[src/rtl/one_shot_consts.svh]
// Behaviour
// - pulse starts on trigger false-to-true change
// - steady true trigger never retriggers
// - retriggerable mode restarts timing on edge
// - non-retriggerable mode ignores triggers during pulse
// - clear ends pulse and blocks new ones
// - output held; clear beats same-cycle trigger
// - trigger inputs of both senses provided
// - both modes work for either edge
// - retriggerable mode fine at 100% duty
// - releasing clear with true trigger no pulse
`ifndef ONE_SHOT_CONSTS_SVH
`define ONE_SHOT_CONSTS_SVH
`define OS_WIDTH_BITS 16
`define OS_POS_INPUTS 2
`define OS_NEG_INPUTS 2
`define OS_COUNT_ZERO 16'h0000
`define OS_COUNT_ONE  16'h0001
`endif

[src/rtl/one_shot_pkg.sv]
`include "one_shot_consts.svh"
package one_shot_pkg;
	typedef logic [`OS_WIDTH_BITS-1:0] count_t;
	typedef enum logic {S_IDLE, S_PULSE} state_e;
endpackage

[src/rtl/trigger_sync.sv]
`timescale 1ns/100ps
`include "one_shot_consts.svh"
module trigger_sync (
	input  wire logic                       clk,
	input  wire logic                       rst,
	input  wire logic [`OS_POS_INPUTS-1:0]  trigPos,
	input  wire logic [`OS_NEG_INPUTS-1:0]  trigNeg,
	input  wire logic                       clearIn,
	output logic                            trigTrue,
	output logic                            clearSync
);
	localparam int W = `OS_POS_INPUTS + `OS_NEG_INPUTS + 1;
	logic [W-1:0] stage1;
	logic [W-1:0] stage2;
	logic [W-1:0] next_stage1;
	logic [W-1:0] next_stage2;
	always_comb begin
		next_stage1 = {clearIn, trigNeg, trigPos};
		next_stage2 = stage1;
	end
	always_ff @(posedge clk) begin
		if (rst) begin
			stage1 <= '0;
			stage2 <= '0;
		end else begin
			stage1 <= next_stage1;
			stage2 <= next_stage2;
		end
	end
	// positive inputs act on high, negative on low; any one fires
	always_comb begin
		trigTrue = (|stage2[`OS_POS_INPUTS-1:0])
			| ~(&stage2[W-2:`OS_POS_INPUTS]);
		clearSync = stage2[W-1];
	end
endmodule

[src/rtl/retriggerable_one_shot_timer.sv]
`timescale 1ns/100ps
`include "one_shot_consts.svh"
module retriggerable_one_shot_timer
	import one_shot_pkg::*;
(
	input  wire logic                       clk,
	input  wire logic                       rst,
	input  wire logic [`OS_POS_INPUTS-1:0]  trigPos,
	input  wire logic [`OS_NEG_INPUTS-1:0]  trigNeg,
	input  wire logic                       clearIn,
	input  wire logic                       retrigMode,
	input  wire logic [`OS_WIDTH_BITS-1:0]  pulseCycles,
	output logic                            pulseOut,
	output logic                            pulseOutN,
	output logic                            triggerSeen
);
	logic   trigTrue;
	logic   clearSync;
	logic   trigPrev;
	logic   next_trigPrev;
	logic   fire;
	state_e state;
	state_e next_state;
	count_t count;
	count_t next_count;
	logic   next_triggerSeen;
	logic   next_pulseOut;
	logic   next_pulseOutN;

	trigger_sync u_sync (
		.clk       (clk),
		.rst       (rst),
		.trigPos   (trigPos),
		.trigNeg   (trigNeg),
		.clearIn   (clearIn),
		.trigTrue  (trigTrue),
		.clearSync (clearSync)
	);

	// zero width refuses an edge, so a start or reload never
	// leaves a running pulse with an empty count
	function automatic logic takeEdge(input logic edgeIn,
		input count_t width);
		return edgeIn && (width != `OS_COUNT_ZERO);
	endfunction

	// previous level is tracked even under clear, so releasing clear
	// with the condition already true is not seen as an edge
	assign fire = trigTrue & ~trigPrev;

	always_comb begin
		next_trigPrev    = trigTrue;
		next_state       = state;
		next_count       = count;
		next_triggerSeen = 1'b0;
		if (clearSync) begin
			next_state = S_IDLE;
			next_count = `OS_COUNT_ZERO;
		end else begin
			case (state)
				S_IDLE: begin
					if (takeEdge(fire, pulseCycles)) begin
						next_state       = S_PULSE;
						next_count       = pulseCycles;
						next_triggerSeen = 1'b1;
					end
				end
				S_PULSE: begin
					if (takeEdge(fire, pulseCycles) && retrigMode) begin
						next_count       = pulseCycles;
						next_triggerSeen = 1'b1;
					end else if (count == `OS_COUNT_ONE) begin
						// edges in non-retrig mode just fall through
						next_state = S_IDLE;
						next_count = `OS_COUNT_ZERO;
					end else begin
						next_count = count - `OS_COUNT_ONE;
					end
				end
				default: next_state = S_IDLE;
			endcase
		end
		// outputs are own flops, so neither glitches on a state decode
		next_pulseOut  = (next_state == S_PULSE);
		next_pulseOutN = (next_state != S_PULSE);
	end

	always_ff @(posedge clk) begin
		if (rst) begin
			state       <= S_IDLE;
			count       <= `OS_COUNT_ZERO;
			trigPrev    <= 1'b1;
			triggerSeen <= 1'b0;
			pulseOut    <= 1'b0;
			pulseOutN   <= 1'b1;
		end else begin
			state       <= next_state;
			count       <= next_count;
			trigPrev    <= next_trigPrev;
			triggerSeen <= next_triggerSeen;
			pulseOut    <= next_pulseOut;
			pulseOutN   <= next_pulseOutN;
		end
	end
endmodule

[config.mk]
export PLATFORM = sky130hd
export DESIGN_NAME = retriggerable_one_shot_timer
export DESIGN_NICKNAME = d
export VERILOG_FILES = /design/src/rtl/one_shot_pkg.sv /design/src/rtl/trigger_sync.sv /design/src/rtl/retriggerable_one_shot_timer.sv
export VERILOG_INCLUDE_DIRS = /design/src /design/src/rtl
export SDC_FILE = /design/constraint.sdc
export NUM_CORES = 1
export LEC_CHECK = 0
export BUFFER_PORTS_ARGS = -buffer_cell sky130_fd_sc_hd__buf_2
export CORE_MARGIN = 1.5
export CORE_UTILIZATION = 54
export CTS_CLUSTER_SIZE = 12
export DETAILED_ROUTE_END_ITERATION = 6
export GPL_ROUTABILITY_DRIVEN = 0
export PLACE_DENSITY = 0.78
export SLEW_MARGIN = 20
export SYNTH_ARGS = -nofsm -noshare
export SYNTH_HDL_FRONTEND = slang
export SYNTH_HIERARCHICAL = 1
export SYNTH_SLANG_ARGS = --single-unit
[constraint.sdc]
create_clock -name clk -period 2.5 [get_ports clk]
set_clock_uncertainty 0.1 [all_clocks]
set_input_delay 0.375 -clock clk [delete_from_list [all_inputs] [get_ports clk]]
set_output_delay 0.375 -clock clk [all_outputs]
set_load 0.1 [all_outputs]
==> impl_metrics.json <==
{
  "min_to": "u_sync/next_stage2[1]",
  "post_cts_buffers": 0,
  "dpl-instance-area_um2": 1739,
  "yosys_warnings": 6,
  "die_w_um": 55.73,
  "cts_max_level": 2,
  "synth.avg_cell_area_um2": 8.531,
  "grt_overflow": 0,
  "cts_root_buf": "clkbuf_4",
  "synthArstFlopShare": 0,
  "rows": 18,
  "via_per_inst": 6.223,
  "worstSetupStartpointType": "flip-flop",
  "cap_violations": 0,
  "regToRegEndpoint": "count[12]",
  "diodes": 0,
  "rr_worst_depth": 7,
  "r2r_setup_slack_ns": 0.16,
  "setup_viol_count_final": 0,
  "clock-sinks": 30,
  "clock_latency_ns": 0.33,
  "crit_required_ns": 2.65,
  "netlist_area_um2": 1501,
  "worstHoldPathType": "primary input to flip-flop",
  "ir_worst_vdd_mv": 0.4387,
  "crit_arrival_ns": 2.48,
  "route.detailed.drc": 0,
  "post_cts_resized": 0,
  "finalWirelength_mm": 4.099,
  "synthToLayoutAreaGrowth_pct": 18.83,
  "grt_max_degree": 14,
  "p_sw_uw": 209.7,
  "p_leak_nw": 0.7398,
  "grt.total_usage": 0.2813,
  "first_global_vias": 1502,
  "coreArea_um2": 2545,
  "holdCritStartpoint": "trigPos[1]",
  "tightest_slew_ns": 0.5408,
  "ant_nets": 0,
  "top_level_ports": 27,
  "die_h_um": 55.73,
  "rsz0062_at_grt": "no",
  "ys_seq_area_frac": 0.4000,
  "clkTransAtPathRegs_ns": 0.09,
  "layout_commonest_cell": "dfxtp_1",
  "syn-num-nets": 202,
  "synth_ff_type": "dfxtp_1",
  "powerDensity_nw_per_um2": 472.5,
  "yosysUniqueCellTypes": 38,
  "dieArea_um2": 3106,
  "ys_ff_latch": 30,
  "combPwrFrac": 0.106,
  "hold_buffers": 0,
  "detailedPlace.worstSlack_ns": 0.1723,
  "switching_share": 0.2488,
  "path_class": "flip-flop to flip-flop",
  "cp-end-kind": "flip-flop",
  "finalHoldViolCount": 0,
  "antenna_found_initial": 0,
  "cts_tree": "built",
  "p_seq_frac": 0.583,
  "routedWlPerCell_um": 16.60,
  "drt_iter0_markers": 102,
  "syn_inst": 176,
  "vias": 1537,
  "grt_pass1_wl_mm": 6.734,
  "max_slew_margin": 0.6361,
  "hpwl_mm": 3.080,
  "numCtsBuffers": 5,
  "setup_ws_ns": 0.1613,
  "clkPwrFrac": 0.311,
  "period_share": 0.9355,
  "layout_common_cells": "dfxtp_1 (30), buf_2 (26), nand2_1 (13)",
  "slew_viol_final": 0,
  "p_int_uw": 633.3,
  "outcome": "complete, no violations",
  "nets": 243,
  "firstDrtPassIters": 4,
  "cts_buffer_depth": 2,
  "initial_core_util": 0.5900,
  "crit_fanout": 6,
  "fin_area_um2": 1784,
  "finalCriticalPeriod_ns": 2.339,
  "max_clock_freq_ghz": 0.4276,
  "port_buffers": 26,
  "drive_gt1_frac": 0.2350,
  "synth_edf_count": 0,
  "setup_tns_ns": 0,
  "rr_startpoint": "count[0]",
  "min_delay_path_depth": 2
}
logic make-up (layout without fill, tap and decap cells):
kind of cell,Yosys count,in the layout,synth area share
AND/OR/NAND/NOR,81,81,0.3075
AO/OA/AOI/OAI,42,42,0.1833
flip-flops,30,30,0.4000
buffers and inverters,11,52,0.02833
multiplexers,7,7,0.04667
XOR/XNOR,3,3,0.01750
adder cells (fa/ha/maj),2,2,0.01666
power groups by stage:
stage | logic (mW) | clock network [mW] | registers, mW
after floorplan | 0.0461 | 0 | 0.502
after CTS | 0.0878 | 0.265 | 0.491
final | 0.0890 | 0.262 | 0.492
after global placement | 0.0838 | 0 | 0.502
after global routing | 0.0969 | 0.287 | 0.492
after detailed placement | 0.0872 | 0 | 0.503
stage by stage:
step | utilization | instances | hold WS [ns] | total power [mW]
floorplan | - | 176 | 0.3138 | 0.5486
global placement | 0.6834 | 240 | 0.3230 | 0.5854
detailed placement | 0.6834 | 240 | 0.3287 | 0.5899
CTS | 0.7011 | 247 | 0.1481 | 0.8442
global route | 0.7011 | 247 | 0.1491 | 0.8764
finish | 0.7011 | 247 | 0.1533 | 0.8431
worst max-delay path by stage:
stage                         from        end  depth (start not counted)
global placement    pulseCycles[3]   count[3]                          7
global route              count[0]  count[12]                          7
finish                    count[0]  count[12]                          7
floorplan                    state  count[11]                          5
detailed placement        count[0]  count[12]                          7
CTS                       count[0]  count[12]                          7
worst max-delay path, stage by stage, from the launching register on:
cell and delay [ns]:
dfxtp_1 0.37, inv_1 0.10, ha_1 0.18, nor3b_1 0.29, nand2_1 0.16, or3_1 0.33
or4_1 0.46, a311oi_1 0.26
sequential cells by signal (all words and copies together) (netlist names):
signal,count
count,16
u_sync/next_stage2,5
u_sync/stage2,5
pulseOutN,1
state,1
trigPrev,1
triggerSeen,1
cells in the mapped netlist (2+ instances only):
cell | count | area share
nor2b_1 | 12 | 0.050
or3_1 | 2 | 0.0083
or2_2 | 3 | 0.013
ha_1 | 2 | 0.017
nand2_1 | 13 | 0.033
o22ai_1 | 5 | 0.021
nor3_1 | 10 | 0.033
clkbuf_1 | 2 | 0.0050
or3b_2 | 2 | 0.012
dfxtp_1 | 30 | 0.40
a22oi_1 | 2 | 0.010
nand2b_1 | 4 | 0.017
nor2_1 | 11 | 0.028
inv_1 | 8 | 0.020
a211oi_1 | 4 | 0.020
nor4_1 | 8 | 0.033
a2bb2oi_1 | 2 | 0.012
nand4_1 | 5 | 0.021
mux2i_1 | 7 | 0.047
a21oi_1 | 12 | 0.040
a221oi_1 | 2 | 0.012
xnor2_1 | 2 | 0.012
or4_1 | 5 | 0.025
a311oi_1 | 2 | 0.012
o21ai_0 | 8 | 0.027
area by class of cell:
class | instances | area, um2
Timing Repair Buffer | 37 | 212.7
Inverter | 8 | 30.03
Sequential cell | 30 | 600.6
Tap cell | 30 | 37.54
Multi-Input combinational cell | 135 | 858.3
Clock buffer | 7 | 45.04
Fill cell | 213 | 760.7
routing by layer:
layer / up-vias / wire [um] / GRT usage
li1: 741 / - / -
met1: 715 / 1765 / 0.3450
met2: 76 / 1997 / 0.4592
met3: 5 / 295 / 0.08837
met4: 0 / 40 / 0.1080
met5: - / 0 / 0
Note: power is estimated with default switching activity, not from simulation.
